[config.mk]
export PLATFORM = sky130hd
export DESIGN_NAME = dac_input_timing
export DESIGN_NICKNAME = d
export VERILOG_FILES = /design/src/inc/dac_timing_pkg.sv /design/src/design/dac_input_timing.sv /design/src/design/quadrant_detector.sv /design/src/design/word_sequencer.sv
export VERILOG_INCLUDE_DIRS = /design/src /design/src/inc
export SDC_FILE = /design/constraint.sdc
export NUM_CORES = 1
export LEC_CHECK = 0
export BUFFER_PORTS_ARGS = -buffer_cell sky130_fd_sc_hd__buf_2
export CAP_MARGIN = 40
export CELL_PAD_IN_SITES_DETAIL_PLACEMENT = 0
export CELL_PAD_IN_SITES_GLOBAL_PLACEMENT = 1
export CORE_ASPECT_RATIO = 1.1
export CORE_MARGIN = 4
export CORE_UTILIZATION = 33
export DETAILED_ROUTE_END_ITERATION = 16
export PLACE_DENSITY = 0.72
export SLEW_MARGIN = 25
export SYNTH_ARGS = -nofsm -noshare
export SYNTH_HDL_FRONTEND = slang
export SYNTH_HIERARCHICAL = 1
export SYNTH_SLANG_ARGS = --single-unit
[constraint.sdc]
create_clock -name core_clk -period 2.5 [get_ports core_clk]
set_input_delay 0.125 -clock core_clk [delete_from_list [all_inputs] [get_ports core_clk]]
set_output_delay 0.125 -clock core_clk [all_outputs]
set_load 0.05 [all_outputs]
[src/inc/dac_timing_consts.svh]
// offsets, field positions, reset values and timing counts of the input timing block
//
// Summary of operation
// - core runs full rate, ports half rate
// - source clock out is sample clock over four
// - returned reference clock feeds loop phase detector
// - lock at quadrature with quarter-rate latch clock
// - four quadrants each choose add or subtract
// - normal lock point at quarter period boundary
// - inversion: three-quarter point, swapped zones, inverted clock
// - delay line reaches minus 150, plus 600 ps
// - loop only specified from 1 to 2.4 GHz
// - hold pin keeps loop at restart position
// - four exclusive modes set output word order
// - words are straight binary, bit 13 msb
`ifndef DAC_TIMING_CONSTS_SVH
`define DAC_TIMING_CONSTS_SVH

`define WORD_W            14
`define ADDR_W            4
`define TAP_W             5

// register byte offsets
`define CTRL_OFFSET       4'h0
`define STATUS_OFFSET     4'h4
`define FREQ_OFFSET       4'h8

// control register fields
`define CTRL_HOLD_BIT     0
`define CTRL_INVERT_BIT   1
`define CTRL_MODE_LSB     2
`define CTRL_MODE_MSB     5
`define CTRL_HOLD_RESET   1'b1
`define CTRL_INVERT_RESET 1'b0
`define CTRL_MODE_RESET   4'h1

// status register fields
`define STAT_TAPS_LSB     0
`define STAT_TAPS_MSB     4
`define STAT_QUAD_LSB     5
`define STAT_QUAD_MSB     6
`define STAT_STATE_LSB    7
`define STAT_STATE_MSB    9
`define STAT_RANGE_BIT    10

// sample clock frequency register, in MHz
`define FREQ_W            12
`define FREQ_RESET        12'h960
`define FREQ_MIN_MHZ      12'h3e8
`define FREQ_MAX_MHZ      12'h960

// delay line: four taps per quadrant, so a tap is a fraction of a sample period
`define TAP_PS            100
`define MIN_SUB_DELAY_PS  150
`define MIN_ADD_DELAY_PS  600
`define NEG_TAPS          ((`MIN_SUB_DELAY_PS + `TAP_PS - 1) / `TAP_PS)
`define POS_TAPS          ((`MIN_ADD_DELAY_PS + `TAP_PS - 1) / `TAP_PS)

`endif

[src/inc/dac_timing_pkg.sv]
// types and shared decoding of the input timing block
package dac_timing_pkg;

  typedef enum logic [2:0] {
    LOOP_HOLD   = 3'b001,
    LOOP_TRACK  = 3'b010,
    LOOP_LOCKED = 3'b100
  } loop_state_e;

  typedef enum logic [3:0] {
    MODE_DUAL     = 4'b0001,
    MODE_REPEAT   = 4'b0010,
    MODE_NEGATE   = 4'b0100,
    MODE_ZERO     = 4'b1000
  } input_mode_e;

  typedef logic [1:0] quadrant_t;

  // add-delay zones: Q1 and Q4 normally, Q2 and Q3 when the lock point is inverted
  function automatic logic wantsAdd(input quadrant_t q, input logic invert);
    logic addZone;
    addZone = (q == 2'h0) || (q == 2'h3);
    return addZone ^ invert;
  endfunction

endpackage

[src/design/dac_input_timing.sv]
// input timing core: quarter-rate clock, delay-locked loop, word ordering, avalon registers
//
// Our own choices: the register addresses and register access over Avalon-MM.
`include "dac_timing_consts.svh"

module dac_input_timing (
  input  wire logic                 core_clk,                // full sample-rate clock
  input  wire logic                 rst,                     // sync reset, high
  input  wire logic [`ADDR_W-1:0]   address,                 // avalon byte address
  input  wire logic                 read,                    // avalon read
  input  wire logic                 write,                   // avalon write
  input  wire logic [31:0]          writedata,               // avalon write data
  input  wire logic [3:0]           byteenable,              // avalon byte enables
  output logic [31:0]               readdata,                // avalon read data
  output logic                      waitrequest,             // avalon wait
  input  wire logic                 reference_bit_clock_in,  // returned reference clock
  input  wire logic [`WORD_W-1:0]   port_a_word,             // port a data
  input  wire logic [`WORD_W-1:0]   port_b_word,             // port b data
  output logic                      source_timing_clock_out, // quarter-rate clock to source
  output logic                      latchClock,              // internal quarter-rate latch clock
  output logic signed [`TAP_W-1:0]  delayTaps,               // delay line setting
  output logic                      loopLocked,              // loop at quadrature
  output logic [`WORD_W-1:0]        sampleOut                // full-rate sample word
);

  localparam logic signed [`TAP_W-1:0] NegLimit = `TAP_W'(-(`NEG_TAPS));
  localparam logic signed [`TAP_W-1:0] PosLimit = `TAP_W'(`POS_TAPS);

  ////////////////////////////////////////////////////////////////////////////
  // register file

  logic              holdReg;
  logic              invertReg;
  logic [3:0]        modeReg;
  logic [`FREQ_W-1:0] freqReg;
  logic              ackReg;

  wire logic         access;
  wire logic         writeTaken;
  wire logic         hitCtrl;
  wire logic         hitStatus;
  wire logic         hitFreq;
  wire logic [31:0]  ctrlView;
  wire logic [31:0]  statusView;
  wire logic [31:0]  freqView;
  wire logic [31:0]  readMux;

  // one wait cycle: the answer comes in the cycle after the request is seen
  assign access     = (read | write) & ~ackReg;
  assign writeTaken = write & ackReg;
  assign hitCtrl    = (address == `CTRL_OFFSET);
  assign hitStatus  = (address == `STATUS_OFFSET);
  assign hitFreq    = (address == `FREQ_OFFSET);

  always_ff @(posedge core_clk) begin
    if (rst) begin
      ackReg      <= 1'b0;
      waitrequest <= 1'b1;
    end else begin
      ackReg      <= access;
      waitrequest <= ~access;
    end
  end

  always_ff @(posedge core_clk) begin
    if (rst) begin
      holdReg   <= `CTRL_HOLD_RESET;
      invertReg <= `CTRL_INVERT_RESET;
      modeReg   <= `CTRL_MODE_RESET;
    end else if (writeTaken && hitCtrl && byteenable[0]) begin
      holdReg   <= writedata[`CTRL_HOLD_BIT];
      invertReg <= writedata[`CTRL_INVERT_BIT];
      modeReg   <= writedata[`CTRL_MODE_MSB:`CTRL_MODE_LSB];
    end
  end

  always_ff @(posedge core_clk) begin
    if (rst) begin
      freqReg <= `FREQ_RESET;
    end else if (writeTaken && hitFreq) begin
      if (byteenable[0]) begin
        freqReg[7:0] <= writedata[7:0];
      end
      if (byteenable[1]) begin
        freqReg[`FREQ_W-1:8] <= writedata[`FREQ_W-1:8];
      end
    end
  end

  ////////////////////////////////////////////////////////////////////////////
  // quarter-rate clock

  logic [1:0] phaseCnt;
  wire  logic [1:0] phaseNext;

  assign phaseNext = phaseCnt + 2'h1;

  always_ff @(posedge core_clk) begin
    if (rst) begin
      phaseCnt                <= 2'h0;
      source_timing_clock_out <= 1'b0;
      latchClock              <= 1'b0;
    end else begin
      phaseCnt                <= phaseNext;
      source_timing_clock_out <= phaseNext[1];
      latchClock              <= phaseNext[1] ^ invertReg;
    end
  end

  ////////////////////////////////////////////////////////////////////////////
  // delay-locked loop

  logic                      refPrev;
  logic                      lastWasAdd;
  logic                      seenDecision;
  dac_timing_pkg::loop_state_e loopState;
  dac_timing_pkg::loop_state_e loopNext;
  dac_timing_pkg::quadrant_t   quadrant;

  wire logic                 refEdge;
  wire logic                 addPulse;
  wire logic                 subPulse;
  wire logic                 freqInRange;
  wire logic                 loopRun;
  wire logic                 decided;
  wire logic                 reversed;
  wire logic                 canAdd;
  wire logic                 canSub;

  // inputs are synchronous to the sample clock, so no synchroniser here;
  // the reference clock may stand still while held, which only freezes the detector
  assign refEdge     = reference_bit_clock_in & ~refPrev;
  assign freqInRange = (freqReg >= `FREQ_MIN_MHZ) && (freqReg <= `FREQ_MAX_MHZ);
  assign loopRun     = ~holdReg & freqInRange;
  assign decided     = addPulse | subPulse;
  assign reversed    = decided & seenDecision & (addPulse != lastWasAdd);
  assign canAdd      = delayTaps < PosLimit;
  assign canSub      = delayTaps > NegLimit;

  quadrant_detector detector (
    .core_clk (core_clk),
    .rst      (rst),
    .refEdge  (refEdge),
    .phaseCnt (phaseCnt),
    .taps     (delayTaps),
    .invert   (invertReg),
    .addPulse (addPulse),
    .subPulse (subPulse),
    .quadrant (quadrant)
  );

  always_ff @(posedge core_clk) begin
    if (rst) begin
      refPrev <= 1'b0;
    end else begin
      refPrev <= reference_bit_clock_in;
    end
  end

  // a reversal of direction means the edge sits on the stable boundary
  always_comb begin
    loopNext = loopState;
    case (loopState)
      dac_timing_pkg::LOOP_HOLD: begin
        if (loopRun) begin
          loopNext = dac_timing_pkg::LOOP_TRACK;
        end
      end
      dac_timing_pkg::LOOP_TRACK: begin
        if (!loopRun) begin
          loopNext = dac_timing_pkg::LOOP_HOLD;
        end else if (reversed) begin
          loopNext = dac_timing_pkg::LOOP_LOCKED;
        end
      end
      dac_timing_pkg::LOOP_LOCKED: begin
        if (!loopRun) begin
          loopNext = dac_timing_pkg::LOOP_HOLD;
        end else if (decided && seenDecision && !reversed) begin
          loopNext = dac_timing_pkg::LOOP_TRACK;
        end
      end
      default: begin
        loopNext = dac_timing_pkg::LOOP_HOLD;
      end
    endcase
  end

  always_ff @(posedge core_clk) begin
    if (rst) begin
      loopState    <= dac_timing_pkg::LOOP_HOLD;
      loopLocked   <= 1'b0;
      seenDecision <= 1'b0;
      lastWasAdd   <= 1'b0;
    end else begin
      loopState    <= loopNext;
      loopLocked   <= (loopNext == dac_timing_pkg::LOOP_LOCKED);
      if (loopNext == dac_timing_pkg::LOOP_HOLD) begin
        seenDecision <= 1'b0;
      end else if (decided) begin
        seenDecision <= 1'b1;
        lastWasAdd   <= addPulse;
      end
    end
  end

  // saturating delay line; held at the restart position while the loop is held
  always_ff @(posedge core_clk) begin
    if (rst) begin
      delayTaps <= `TAP_W'sh0;
    end else if (!loopRun || loopState == dac_timing_pkg::LOOP_HOLD) begin
      delayTaps <= `TAP_W'sh0;
    end else if (addPulse && canAdd) begin
      delayTaps <= delayTaps + `TAP_W'sh1;
    end else if (subPulse && canSub) begin
      delayTaps <= delayTaps - `TAP_W'sh1;
    end
  end

  ////////////////////////////////////////////////////////////////////////////
  // word ordering

  dac_timing_pkg::input_mode_e modeSel;
  wire logic modeValid;
  wire logic captureSlot;

  // the mode field must be one-hot; anything else falls back to dual-port order
  assign modeValid   = (modeReg == 4'h1) || (modeReg == 4'h2) ||
                       (modeReg == 4'h4) || (modeReg == 4'h8);
  assign captureSlot = ~phaseCnt[0];

  always_comb begin
    modeSel = dac_timing_pkg::MODE_DUAL;
    if (modeValid) begin
      modeSel = dac_timing_pkg::input_mode_e'(modeReg);
    end
  end

  word_sequencer sequencer (
    .core_clk  (core_clk),
    .rst       (rst),
    .capture   (captureSlot),
    .mode      (modeSel),
    .portA     (port_a_word),
    .portB     (port_b_word),
    .sampleOut (sampleOut)
  );

  ////////////////////////////////////////////////////////////////////////////
  // read path

  assign ctrlView   = {26'h0, modeReg, invertReg, holdReg};
  assign statusView = {21'h0, freqInRange, loopState, quadrant, delayTaps};
  assign freqView   = {20'h0, freqReg};
  assign readMux    = hitCtrl   ? ctrlView :
                      hitStatus ? statusView :
                      hitFreq   ? freqView : 32'h0;

  always_ff @(posedge core_clk) begin
    if (rst) begin
      readdata <= 32'h0;
    end else if (access && read) begin
      readdata <= readMux;
    end
  end

endmodule

[src/design/quadrant_detector.sv]
// quadrature phase detector: places each reference rising edge in one of four quadrants
`include "dac_timing_consts.svh"

module quadrant_detector (
  input  wire logic                           core_clk,  // sample-rate clock
  input  wire logic                           rst,       // sync reset, high
  input  wire logic                           refEdge,   // reference rising edge seen
  input  wire logic [1:0]                     phaseCnt,  // quarter-rate clock phase
  input  wire logic signed [`TAP_W-1:0]       taps,      // current delay setting
  input  wire logic                           invert,    // lock point inversion
  output logic                                addPulse,  // one-cycle add request
  output logic                                subPulse,  // one-cycle subtract request
  output dac_timing_pkg::quadrant_t           quadrant   // last measured quadrant
);

  // four taps per quadrant: position in taps wraps once per quarter-rate period
  wire logic [3:0]                position;
  wire dac_timing_pkg::quadrant_t quadNow;
  wire logic                      addNow;

  assign position = {phaseCnt, 2'b00} + taps[3:0];
  assign quadNow  = position[3:2];
  assign addNow   = dac_timing_pkg::wantsAdd(quadNow, invert);

  always_ff @(posedge core_clk) begin
    if (rst) begin
      addPulse <= 1'b0;
      subPulse <= 1'b0;
      quadrant <= 2'h0;
    end else begin
      addPulse <= refEdge & addNow;
      subPulse <= refEdge & ~addNow;
      if (refEdge) begin
        quadrant <= quadNow;
      end
    end
  end

endmodule

[src/design/word_sequencer.sv]
// orders the two port words into the full-rate sample stream
`include "dac_timing_consts.svh"

module word_sequencer (
  input  wire logic                     core_clk,   // sample-rate clock
  input  wire logic                     rst,        // sync reset, high
  input  wire logic                     capture,    // latch strobe, every second cycle
  input  wire dac_timing_pkg::input_mode_e mode,    // validated one-hot mode
  input  wire logic [`WORD_W-1:0]       portA,      // port a word
  input  wire logic [`WORD_W-1:0]       portB,      // port b word
  output logic [`WORD_W-1:0]            sampleOut   // full-rate output word
);

  logic [`WORD_W-1:0] secondReg;
  wire  logic [`WORD_W-1:0] secondNext;

  // straight binary: negation about mid-scale is the bitwise complement
  assign secondNext = (mode == dac_timing_pkg::MODE_DUAL)   ? portB :
                      (mode == dac_timing_pkg::MODE_REPEAT) ? portA :
                      (mode == dac_timing_pkg::MODE_NEGATE) ? ~portA :
                      {`WORD_W{1'b0}};

  always_ff @(posedge core_clk) begin
    if (rst) begin
      sampleOut <= {`WORD_W{1'b0}};
      secondReg <= {`WORD_W{1'b0}};
    end else if (capture) begin
      sampleOut <= portA;
      secondReg <= secondNext;
    end else begin
      sampleOut <= secondReg;
    end
  end

endmodule

== After elaboration in Yosys (flattened, before gate mapping) ==
Cells that the tools add are included.

* Bits in registers: 100
* Bits in latches: 0
* RAM bits: 0
* Memory bits (read-only): 0
* Output and inout port bits: 55
* Memories: 0

* Add/sub/neg operators: 4
* Multipliers: 0
* Div/mod/pow operators: 0
* $lt $le $gt $ge: 4
* Equality and inequality tests: 16
* Shifts and indexed selects: 0
* Multiplexer cells: 16
* Bitwise logic cells: 19
* Reduce and logical (&&, ||, !) cells: 24

{| class="wikitable"
|+ Operator list
! cell !! count
|-
| 14-bit two-way mux || 4
|-
| 12-bit two-way mux || 3
|-
| 3-bit two-way mux || 5
|-
| 14-bit inverter || 1
|-
| 4-bit by 3-bit equality test with 1-bit output (second input constant) || 3
|-
| 12-bit by 10-bit greater-or-equal comparator with 1-bit output (second input constant) || 1
|-
| 12-bit <= comparator (second input constant) || 1
|-
| 5-bit two-way mux || 2
|-
| 1-bit logical AND || 9
|-
| 3-bit one-hot mux with 3 select lines || 1
|-
| 1-bit bitwise AND || 8
|-
| 4-bit by 1-bit equality test with 1-bit output (second input constant) || 2
|-
| 4-bit by 2-bit equality test with 1-bit output (second input constant) || 2
|-
| 4-bit equality test (second input constant) || 2
|-
| 3-bit by 1-bit equality test with 1-bit output (second input constant) || 2
|-
| 3-bit equality test (second input constant) || 2
|-
| 1-bit inverter || 6
|-
| 2-bit AND reduction || 3
|-
| 5-bit by 2-bit adder with 5-bit output (second input constant) || 1
|-
| 5-bit by 2-bit greater-than comparator with 1-bit output (second input constant) || 1
|-
| 1-bit logical OR || 5
|-
| 5-bit by 4-bit < comparator with 1-bit output (second input constant) || 1
|-
| 5-bit by 2-bit subtractor with 5-bit output (second input constant) || 1
|-
| 4-bit adder || 1
|-
| 12 further kinds || 16
|}

== Logic depth before layout (Yosys ltp) ==
Gate-level depths: netlist (run 1).

* Word-level depth: 11
* Depth in mapped cells: 8

== By module ==
Netlist (run 1), hierarchy kept.

{| class="wikitable"
|+ By module, submodules not included
! module !! times used !! cells each !! area each (µm²) !! seq. area each (µm²)
|-
| dac_input_timing || 1 || 270 || 2341.0 || 940.9
|-
| word_sequencer || 1 || 145 || 1277.5 || 560.5
|-
| quadrant_detector || 1 || 15 || 176.4 || 80.1
|}

== Worst setup path before layout (run 1) ==
OpenSTA, ideal clock, no wires.

* Path kind: reg2reg
* Start point: reg delayTaps[1]
* End point: reg delayTaps[4]
* Library setup time: 0.080 ns
* Arrival time: 2.639 ns
* Required time: 2.420 ns
* Path slack: -0.218 ns
* Stages on the path, launching flop included: 8
* Buffers on the path: 0
* Period minus slack after synthesis: 2.718 ns
* Cells stage by stage: dfxtp_1 > a21oi_1 > o21ai_0 > ha_1 > a21o_1 > a21oi_1 > mux2_2 > a211oi_2

* Cells in the longest elaborated chain, start to end: 3
* Elaborated cells between the ends (all ways): 9
* Classes of those cells: 2 x add/sub; 2 x order compare; 2 x mux; 3 x reduce/logical

{| class="wikitable"
|+ RTL lines
! item !! RTL line !! text
|-
| from (decl) || dac_input_timing.sv:21 || <nowiki>output logic signed [`TAP_W-1:0] delayTaps,</nowiki>
|-
| from (signal assigned) || dac_input_timing.sv:210 || <nowiki>delayTaps <= `TAP_W'sh0;</nowiki>
|-
| from (signal assigned) || dac_input_timing.sv:212 || <nowiki>delayTaps <= `TAP_W'sh0;</nowiki>
|-
| from (signal assigned) || dac_input_timing.sv:214 || <nowiki>delayTaps <= delayTaps + `TAP_W'sh1;</nowiki>
|-
| 5-bit by 2-bit subtractor with 5-bit output (tied with other cells) || dac_input_timing.sv:216 || <nowiki>delayTaps <= delayTaps - `TAP_W'sh1;</nowiki>
|-
| 5-bit two-way mux (tied with other cells) || dac_input_timing.sv:215 || <nowiki>end else if (subPulse && canSub) begin</nowiki>
|-
| 5-bit two-way mux or 2-bit nonzero test (tied branches) || -- ||
|}

Parallel ways exist; a longest one is shown, timed or not. The select of a mux whose other input is x is not followed.
A chain may end at the register's enable or synchronous reset.

== Worst setup path after layout (run 1) ==
* Start point: reg delayTaps[2]
* End point: reg delayTaps[4]

The elaborated chain is that of the path after synthesis.

==> results of run 1 <==
## how the worst max path moves through the flow
stage,slack (ns),depth (start not counted),to
6_report,0.26,7,delayTaps[4]
5_1_grt,0.07,7,delayTaps[4]
4_1_cts,0.28,7,delayTaps[4]
3_5_place_dp,0.30,7,delayTaps[4]
3_3_place_gp,0.33,7,delayTaps[4]
2_1_floorplan,0.02,7,delayTaps[4]
## worst max-delay path: stages, from the launching register on
cell and delay, ns:
dfxtp_2 0.41, a21oi_1 0.09, o21ai_1 0.30, ha_1 0.34, a21o_1 0.17, a21oi_1 0.27, mux2_2 0.39, a211oi_2 0.20
## per-layer routing
| metal | up-vias | wire length [microns] | part of all wire (%) |
|---|---|---|---|
| met5 | - | 0 | 0 |
| met1 | 1530 | 4490 | 45 |
| met2 | 93 | 4790 | 48 |
| met3 | 9 | 610 | 6.1 |
| li1 | 1664 | - | - |
| met4 | 0 | 126 | 1.3 |
## sequential cells by signal, summed over array words and instances (netlist names)
name,flops
ackReg,1
delayTaps,5
detector/addPulse,1
detector/quadrant,2
detector/subPulse,1
freqReg,12
holdReg,1
invertReg,1
lastWasAdd,1
latchClock,1
loopLocked,1
loopState,3
modeReg,4
phaseCnt,1
readdata,12
refPrev,1
seenDecision,1
sequencer/sampleOut,14
sequencer/secondReg,14
source_timing_clock_out,1
waitrequest,1
## per-stage QoR
| step | cells | hold slack (ns) | setup slack (ns) | instance area (sq um) | util [%] |
|---|---|---|---|---|---|
| 2_1_floorplan | 449 | 0.197 | 0.0190 | 3870 | - |
| 3_3_place_gp | 647 | 0.329 | 0.326 | 4310 | 39.0 |
| 3_5_place_dp | 647 | 0.336 | 0.301 | 4310 | 39.0 |
| 4_1_cts | 664 | 0.00653 | 0.279 | 4620 | 41.8 |
| 5_1_grt | 664 | 0.0152 | 0.0687 | 4620 | 41.8 |
| 6_report | 664 | 0.0130 | 0.261 | 4620 | 41.8 |
## power breakdown
group,internal [mW],leakage (nW),switching (mW)
combinational,0.120,1.12,0.303
clock,0.800,0.146,0.510
sequential,1.31,0.647,0.0233
## final cells by class
cell class                      count  area, sq um  area share [%]
Clock inverter                      5         56.3            1.22
Tap cell                          147          184            3.98
Clock buffer                       11          243            5.26
Sequential cell                    79         1580            34.3
Timing Repair Buffer               96          510            11.1
Multi-Input combinational cell    321         2020            43.8
Inverter                            5         18.8           0.406
## Yosys cell counts, types with 8 or more instances
master and instances:
o21ai_1 15, o221a_1 14, nand2_1 41, dfxtp_1 79, buf_4 20, nor2b_1 8, mux2i_1 10, o22ai_1 15
nand2b_1 41, a21oi_1 37, nor2_1 28, clkbuf_1 21
## cell families (layout without fill, tap and decap cells)
logic type	Yosys count	count (layout)	share of synthesized area [%]
xor gates and xnor gates	10	10	2.67
and+or+nand+nor	157	157	22.3
other	1	20	0.0988
AOI/OAI and AO/OA	118	118	21.4
muxes	11	11	2.93
adders and majority gates	5	5	1.85
DFF	79	79	41.7
buffers and inverters	49	117	7.09
==> flow_metrics.py, run 1 <==
metrics = {
    "sta": {
        "rsz0062_at_grt": "no",
        "worst_pin_slew_ns": 0.769,
        "finalCriticalPeriod_ns": 2.24,
        "finalHoldViolCount": 0,
        "report.final.slew_viol_count": 0,
        "max_clock_freq_mhz": 447,
        "setup_viol": 0,
        "skew_ns": 0.00715,
        "period_share_pct": 89.6,
        "maxSlewHeadroom_pct": 48.7,
        "setup_tns_ns": 0,
    },
    "clock_tree": {
        "cts_tree": "built",
        "clkSinkCount": 79,
        "cts_setup_buffers": 0,
        "clk_latency_ns": 0.34,
        "htree_levels": 3,
        "cts_resized": 0,
        "cts_buffers": 9,
        "cts_hold_buf": 1,
        "clkSlewWorstSetupHoldPaths_ns": 0.06,
        "cts-root-buf": "clkbuf_16",
        "clockBufferDepth": 2,
    },
    "cells_and_area": {
        "diodes": 0,
        "final_common_cell": "buf_2",
        "layout-drive-gt1-share_pct": 23.4,
        "finalNetCount": 590,
        "n_fill_cell": 1137,
        "mostFrequentLayoutCells": "buf_2 (85), dfxtp_1 (77), nand2b_1 (41), nand2_1 (41), a21oi_1 (37)",
        "syn_to_final_growth_pct": 21.7,
    },
    "global_routing": {
        "grt_first_pass_wirelength_microns": 16100,
        "grt_pass1_vias": 3178,
        "grt_use_met2_pct": 24.5,
        "grt.busiest_layer": "met2",
        "overflow": 0,
        "use_met3_pct": 3.31,
        "grt_max_degree": 43,
        "gr-usage-all-layers_pct": 15.5,
        "grt.met1_usage_pct": 20.6,
        "grt_antenna_before_repair": 0,
    },
    "drt": {
        "drc": 0,
        "vias_per_cell": 4.96,
        "antenna_left": 0,
        "initialDrtViolationCount": 196,
        "wl_microns": 10000,
        "post_drt_wl_per_cell_microns": 15.1,
        "routed-via-count": 3296,
        "first_pass_iters": 5,
    },
    "pwr": {
        "power_leakage_nw": 1.92,
        "irDropWorstVdd_v": 0.000242,
        "powerDensity_nw_per_um2": 664,
        "p_total_mw": 3.07,
    },
    "setup_path": {
        "cp_data_required_time_ns": 2.76,
        "reg2reg_depth": 7,
        "worst_r2r_startpoint": "delayTaps[2]",
        "cp-end-kind": "flip-flop",
        "setup.worst_path.start_class": "flip-flop",
        "worstReg2RegEnd": "delayTaps[4]",
        "criticalPathCategory": "flip-flop to flip-flop",
        "critPathArrivalTime_ns": 2.50,
        "worst-path-max-fanout": 7,
        "rrSetupSlack_ns": 0.26,
        "startpoint": "delayTaps[2]",
    },
    "die": {
        "start_util_pct": 34.3,
        "pin_count": 128,
        "rows": 40,
        "die_area_sq_um": 13300,
        "die_h_microns": 120,
        "core_area_sq_um": 11100,
        "die_w_microns": 110,
    },
    "synth": {
        "ys_types": 56,
        "syn_area_sq_um": 3790,
        "synthCells": 430,
        "synth_edf_count": 0,
        "synthArstFlopShare_pct": 0,
        "seq_area_frac_synth_pct": 41.7,
        "yosys.area.top_type_share_pct": 41.7,
        "synth_top_area_cell": "dfxtp_1",
        "synth_seq_cells": 79,
        "avgSynthCellArea_sq_um": 8.83,
        "synth_area_leaders": "dfxtp_1 (42%), nand2b_1 (6.8%), a21oi_1 (4.9%)",
        "ys_dominant_reg_cell": "dfxtp_1",
        "ys_warn_count": 6,
    },
    "hold_path": {
        "min-delay-path-class": "input pin to flip-flop",
        "min_from": "writedata[8]",
        "min_path_cells": 2,
        "hold_end": "freqReg[8]",
    },
    "outcome": {
        "status": "finished, final reports clean",
    },
    "placement": {
        "dp_hpwl_microns": 7130,
        "portBuffers": 85,
        "place_congestion": 0.816,
    },
    "run": {
        "cap_violations": 0,
    },
}
No activity file was read; power rests on OpenSTA's default activity.
==> run 2: changes to the inputs <==
- PLACE_DENSITY: 0.72 -> unset
- PLACE_DENSITY_LB_ADDON: unset -> 0.1
==> run 2 against run 1 <==
Compared with the run above:
- die area unchanged
- routed wire length up 1.3%
- maximum frequency up 1.0%
- clock skew down 0.0024 ns
- register-to-register slack better by 0.02 ns
- via count down 1.1%
- sequential share of layout area unchanged
- hold slack worse by 0.0056 ns
- non-clock buffer count unchanged
- combinational power about the same
- final cell count unchanged
- core utilization unchanged
- largest cell class unchanged
- largest power group unchanged
==> flow_metrics.py, run 2 (synthesized netlist as in run 1, its figures left out) <==
metrics = {
    "outcome": {
        "status": "finished, final reports clean",
    },
    "sta": {
        "period_share_pct": 88.7,
        "skew_ns": 0.00474,
        "worst_pin_slew_ns": 0.596,
        "maxSlewHeadroom_pct": 60.3,
        "setup_tns_ns": 0,
        "timing.final.ws_setup_ns": 0.283,
        "finalHoldViolCount": 0,
        "max_clock_freq_mhz": 451,
        "setup_viol": 0,
        "rsz0062_at_grt": "no",
        "finalCriticalPeriod_ns": 2.22,
        "report.final.slew_viol_count": 0,
    },
    "drt": {
        "first_pass_iters": 4,
        "initialDrtViolationCount": 172,
        "drc": 0,
        "met1Wirelength_microns": 4570,
        "post_drt_wl_per_cell_microns": 15.3,
        "vias_per_cell": 4.91,
        "antenna_left": 0,
        "top_layer": "met4",
        "met3_length_microns": 541,
        "wl_microns": 10100,
        "met2_length_microns": 4890,
        "routed-via-count": 3260,
    },
    "placement": {
        "dp_cells": 646,
        "dp_hpwl_microns": 7410,
        "dp_slack_ns": 0.138,
        "place_congestion": 0.782,
        "portBuffers": 85,
    },
    "die": {
        "core_area_sq_um": 11100,
        "start_util_pct": 34.3,
        "rows": 40,
        "pin_count": 128,
        "die_h_microns": 120,
        "die_w_microns": 110,
        "die_area_sq_um": 13300,
    },
    "setup_path": {
        "crit_chain": "a21oi_1, o21ai_2, ha_1, a21o_1, a21oi_1, mux2_2, a211oi_2",
        "worst-path-max-fanout": 7,
        "rrSetupSlack_ns": 0.28,
        "cp-end-kind": "flip-flop",
        "cpMaxStageDelayCell": "dfxtp_2",
        "critPathArrivalTime_ns": 2.47,
        "worstReg2RegEnd": "delayTaps[4]",
        "reg2reg_depth": 7,
        "cp_common_cell": "a21oi_1",
        "cpPeakStageDelay_ns": 0.41,
        "path_delay_family": "compound AO/OA/AOI/OAI gates",
        "worst_r2r_startpoint": "delayTaps[1]",
        "cp_num_buf_inv": 0,
        "setup.worst_path.start_class": "flip-flop",
        "startpoint": "delayTaps[1]",
        "cp_data_required_time_ns": 2.76,
        "criticalPathCategory": "flip-flop to flip-flop",
    },
    "clock_tree": {
        "htree_levels": 3,
        "cts_buffers": 9,
        "clkSinkCount": 79,
        "cts-root-buf": "clkbuf_16",
        "cts_setup_buffers": 0,
        "clk_latency_ns": 0.33,
        "cts_tree": "built",
        "clockBufferDepth": 2,
        "clkSlewWorstSetupHoldPaths_ns": 0.06,
    },
    "cells_and_area": {
        "syn_to_final_growth_pct": 21.7,
        "layout-drive-gt1-share_pct": 23.8,
        "final_common_cell": "buf_2",
        "diodes": 0,
        "finalNetCount": 590,
        "fin_cells": 664,
        "largestRegisters": "sequencer/sampleOut x14, sequencer/secondReg x14",
        "mostFrequentLayoutCells": "buf_2 (85), dfxtp_1 (77), nand2b_1 (41), nand2_1 (41), a21oi_1 (37)",
    },
    "hold_path": {
        "min_path_cells": 2,
        "hold_end": "freqReg[8]",
        "min_from": "writedata[8]",
        "min-delay-path-class": "input pin to flip-flop",
    },
    "global_routing": {
        "grt_first_pass_wirelength_microns": 16100,
        "grt_antenna_before_repair": 0,
        "grt_pass1_vias": 3099,
        "grt_max_degree": 34,
        "gr-usage-all-layers_pct": 15.5,
        "overflow": 0,
    },
    "pwr": {
        "powerDensity_nw_per_um2": 655,
        "irDropWorstVdd_v": 0.000277,
        "power_leakage_nw": 1.92,
    },
    "run": {
        "cap_violations": 0,
    },
}
run 2: what timing repair did:
item,CTS,global route
resized for setup,0,1
hold endpoints to repair,1,0
endpoints found under the setup margin,0,1
hold buffers,1,0
run 2: cell type report:
| class | count | area [sq um] |
|---|---|---|
| timing repair buffer | 96 | 510 |
| inverter | 5 | 18.8 |
| fill | 1160 | 6440 |
| tap | 147 | 184 |
| clock inverter | 3 | 15.0 |
| clock buffer | 13 | 280 |
| sequential | 79 | 1580 |
| multi-input combinational | 321 | 2030 |
run 2: how the worst max path moves through the flow:
stage	depth (start not counted)	slack [ns]	end
2_1_floorplan	7	0.02	delayTaps[4]
3_3_place_gp	7	0.19	delayTaps[4]
3_5_place_dp	7	0.14	delayTaps[4]
4_1_cts	7	0.11	delayTaps[4]
5_1_grt	7	0.15	delayTaps[4]
6_report	7	0.28	delayTaps[4]
run 2: power breakdown:
part           total (mW)  leakage, nW  switching [mW]  internal, mW
sequential           1.33        0.647          0.0217          1.31
combinational       0.422         1.13           0.302         0.120
clock                1.27        0.151           0.496         0.776
total                3.03         1.92           0.820          2.21
run 2: per-layer routing:
| metal | GRT usage [%] | vias to the layer above |
|---|---|---|
| met3 | 2.94 | 10 |
| met5 | 0 | - |
| met1 | 20.0 | 1504 |
| met2 | 25.5 | 82 |
| met4 | 5.85 | 0 |
| li1 | - | 1664 |
run 2: worst reg2reg max path, delay by kind of cell, from the launching register on:
family                   cells  cell delay (ns)
adder cells (fa/ha/maj)      1             0.34
multiplexers                 1             0.38
flip-flops                   1             0.41
AO/OA/AOI/OAI                5             1.02
run 2: through the flow:
stage	cell area, sq um	hold WS, ns	util [%]	total power [mW]
after global placement	4300	0.332	38.9	1.78
after global routing	4620	0.0194	41.8	3.15
after detailed placement	4300	0.333	38.9	1.78
after floorplan	3870	0.197	-	1.68
after CTS	4610	0.0000895	41.7	3.06
final	4620	0.00744	41.8	3.03
==> run 3: changes to the inputs <==
- SYNTH_HIERARCHICAL: 1 -> unset
==> run 3 against run 2 <==
Compared with the run above:
- final cell count increased by 6.3%
- clock skew increased by 0.0038 ns
- cell area increased by 4.0%
- die area increased by 4.2%
- critical path depth increased by 2
- clock power increased by 13%
- hold slack improved by 0.021 ns
- critical endpoint is now delayTaps[3]
- largest cell class unchanged
- largest power group is now the clock network
==> flow_metrics.py, run 3 <==
metrics = {
    "outcome": {
        "status": "finished, final reports clean",
    },
    "setup_path": {
        "worst-path-max-fanout": 9,
        "worstReg2RegEnd": "delayTaps[3]",
        "critPathArrivalTime_ns": 2.33,
        "cp_data_required_time_ns": 2.76,
        "criticalPathCategory": "flip-flop to flip-flop",
        "startpoint": "delayTaps[1]",
        "cp-end-kind": "flip-flop",
        "worst_r2r_startpoint": "delayTaps[1]",
        "worstSetupEndpoint": "delayTaps[3]",
        "setup.worst_path.start_class": "flip-flop",
        "rrSetupSlack_ns": 0.44,
        "reg2reg_depth": 9,
    },
    "cells_and_area": {
        "final_common_cell": "buf_2",
        "largestRegisters": "sequencer.sampleOut x14, sequencer.secondReg x14",
        "mostFrequentLayoutCells": "buf_2 (85), dfxtp_1 (78), nor2_1 (54), a21oi_1 (52), nand2_1 (33)",
        "final_core_util_pct": 41.4,
        "layout-drive-gt1-share_pct": 21.4,
        "fin_cells": 706,
        "n_fill_cell": 1214,
        "finalNetCount": 628,
        "syn_to_final_growth_pct": 21.1,
    },
    "clock_tree": {
        "cts_setup_buffers": 0,
        "cts_buffers": 9,
        "clk_latency_ns": 0.33,
        "clkSlewWorstSetupHoldPaths_ns": 0.06,
        "cts-root-buf": "clkbuf_16",
        "clkSinkCount": 79,
        "clockBufferDepth": 2,
        "cts_tree": "built",
        "htree_levels": 3,
    },
    "drt": {
        "first_pass_iters": 4,
        "antenna_left": 0,
        "wl_microns": 10900,
        "vias_per_cell": 5.13,
        "drc": 0,
        "routed-via-count": 3623,
        "initialDrtViolationCount": 223,
        "post_drt_wl_per_cell_microns": 15.4,
    },
    "synth": {
        "synthSimpleGateAreaFrac_pct": 17.3,
        "synth_top_family_by_area": "compound AO/OA/AOI/OAI gates",
        "synthArstFlopShare_pct": 0,
        "ys_warn_count": 0,
        "ys_types": 46,
        "yosysMostFrequentCell": "dfxtp_1",
        "synth_edf_count": 0,
        "ys_dominant_reg_cell": "dfxtp_1",
        "syn_area_sq_um": 3970,
        "synth-xor-area-share_pct": 2.21,
        "synth_fa_ha_area_share_pct": 1.77,
        "synth_compound_area_share_pct": 25.2,
        "synthCells": 475,
        "avgSynthCellArea_sq_um": 8.35,
        "synth_top_cells_by_count": "dfxtp_1 (79), nor2_1 (54), a21oi_1 (52), nand2_1 (33)",
        "yosys.area.top_type_share_pct": 39.9,
        "synthMuxAreaShare_pct": 5.05,
        "synth_top_area_cell": "dfxtp_1",
        "seq_area_frac_synth_pct": 39.9,
        "synth_area_leaders": "dfxtp_1 (40%), a21oi_1 (6.6%), nor2_1 (5.1%)",
        "synth_seq_cells": 79,
    },
    "sta": {
        "report.final.slew_viol_count": 0,
        "period_share_pct": 82.6,
        "rsz0062_at_grt": "no",
        "worst_pin_slew_ns": 0.600,
        "finalHoldViolCount": 0,
        "maxSlewHeadroom_pct": 60.0,
        "finalCriticalPeriod_ns": 2.06,
        "skew_ns": 0.00851,
        "setup_viol": 0,
        "setup_tns_ns": 0,
        "whs_ns": 0.0289,
        "max_clock_freq_mhz": 484,
    },
    "die": {
        "rows": 41,
        "die_area_sq_um": 13800,
        "core_area_sq_um": 11600,
        "die_w_microns": 113,
        "start_util_pct": 34.2,
        "die_h_microns": 123,
        "pin_count": 128,
    },
    "pwr": {
        "powerDensity_nw_per_um2": 658,
        "irDropWorstVdd_v": 0.000301,
        "p_total_mw": 3.16,
        "power_leakage_nw": 1.98,
    },
    "hold_path": {
        "min-delay-path-class": "input pin to flip-flop",
    },
    "placement": {
        "dp_cells": 685,
        "portBuffers": 85,
        "dp_hpwl_microns": 7660,
        "place_congestion": 0.784,
    },
    "global_routing": {
        "grt_first_pass_wirelength_microns": 17900,
        "grt_antenna_before_repair": 0,
        "gr-usage-all-layers_pct": 15.9,
        "overflow": 0,
        "grt_pass1_vias": 3549,
        "grt_max_degree": 45,
    },
    "run": {
        "cap_violations": 0,
    },
}
run 3: changes by cell type in the layout (fill, tap and decap cells not counted), sizes merged, moves of 10 or more:
cell / delta
o22a: +13
a211oi: +12
a22oi: +10
nand2b: -24
o221a: -14
mux2i: +10
nor2: +25
a21oi: +17
run 3: kinds of logic after synthesis:
logic type | count (synthesis)
AO/OA/AOI/OAI | 155
XOR/XNOR | 10
adder cells (fa/ha/maj) | 5
buffers and inverters | 62
flip-flops | 79
multiplexers | 20
other | 1
AND/OR/NAND/NOR | 143
run 3: area by class of cell:
cell class                 instances  area, sq um  area share [%]
multi-input combinational        353         2120            44.1
sequential                        79         1580            33.0
timing repair buffer             100          561            11.7
clock buffer                      11          243            5.05
tap                              150          188            3.91
clock inverter                     5         81.3            1.69
inverter                           7         26.3           0.547
antenna                            1         2.50          0.0521
run 3: report_power, final:
| group | switching, mW | internal, mW | total, mW |
|---|---|---|---|
| sequential | 0.0179 | 1.30 | 1.32 |
| clock | 0.528 | 0.902 | 1.43 |
| combinational | 0.286 | 0.127 | 0.413 |
| total | 0.832 | 2.33 | 3.16 |
run 3: per-layer routing:
metal	vias to the layer above	global-route usage [%]	share of wire, %
met2	92	26.2	46
met3	11	3.52	5.4
met1	1708	20.7	47
met4	0	5.71	1.4
li1	1812	-	-
met5	-	0	0
run 3: timing repair:
action / in CTS / in global routing
hold buffers: 4 / 0
resized for setup: 0 / 0
endpoints found under the hold margin: 4 / 0
run 3: per-stage QoR:
stage / area (sq um) / setup slack (ns)
after floorplan: 4040 / 0.0513
final: 4800 / 0.435
after global placement: 4440 / 0.488
after detailed placement: 4440 / 0.445
after global routing: 4800 / 0.254
after CTS: 4800 / 0.411
run 3: worst min path at each step:
stage / depth (start not counted) / from / to / slack (ns)
4_1_cts: 3 / writedata[9] / freqReg[9] / 0.02
5_1_grt: 3 / writedata[10] / freqReg[10] / 0.04
2_1_floorplan: 1 / rst / refPrev / 0.21
3_3_place_gp: 2 / writedata[11] / freqReg[11] / 0.33
6_report: 3 / writedata[9] / freqReg[9] / 0.03
3_5_place_dp: 2 / writedata[8] / freqReg[8] / 0.34
run 3: critical path: stages, from the launching register on:
cell	delay, ns
dfxtp_1	0.49
a21oi_1	0.11
o21ai_1	0.26
buf_4	0.22
ha_1	0.24
a21o_1	0.18
a21oi_1	0.17
xnor2_1	0.14
nand2_1	0.06
a21oi_1	0.13
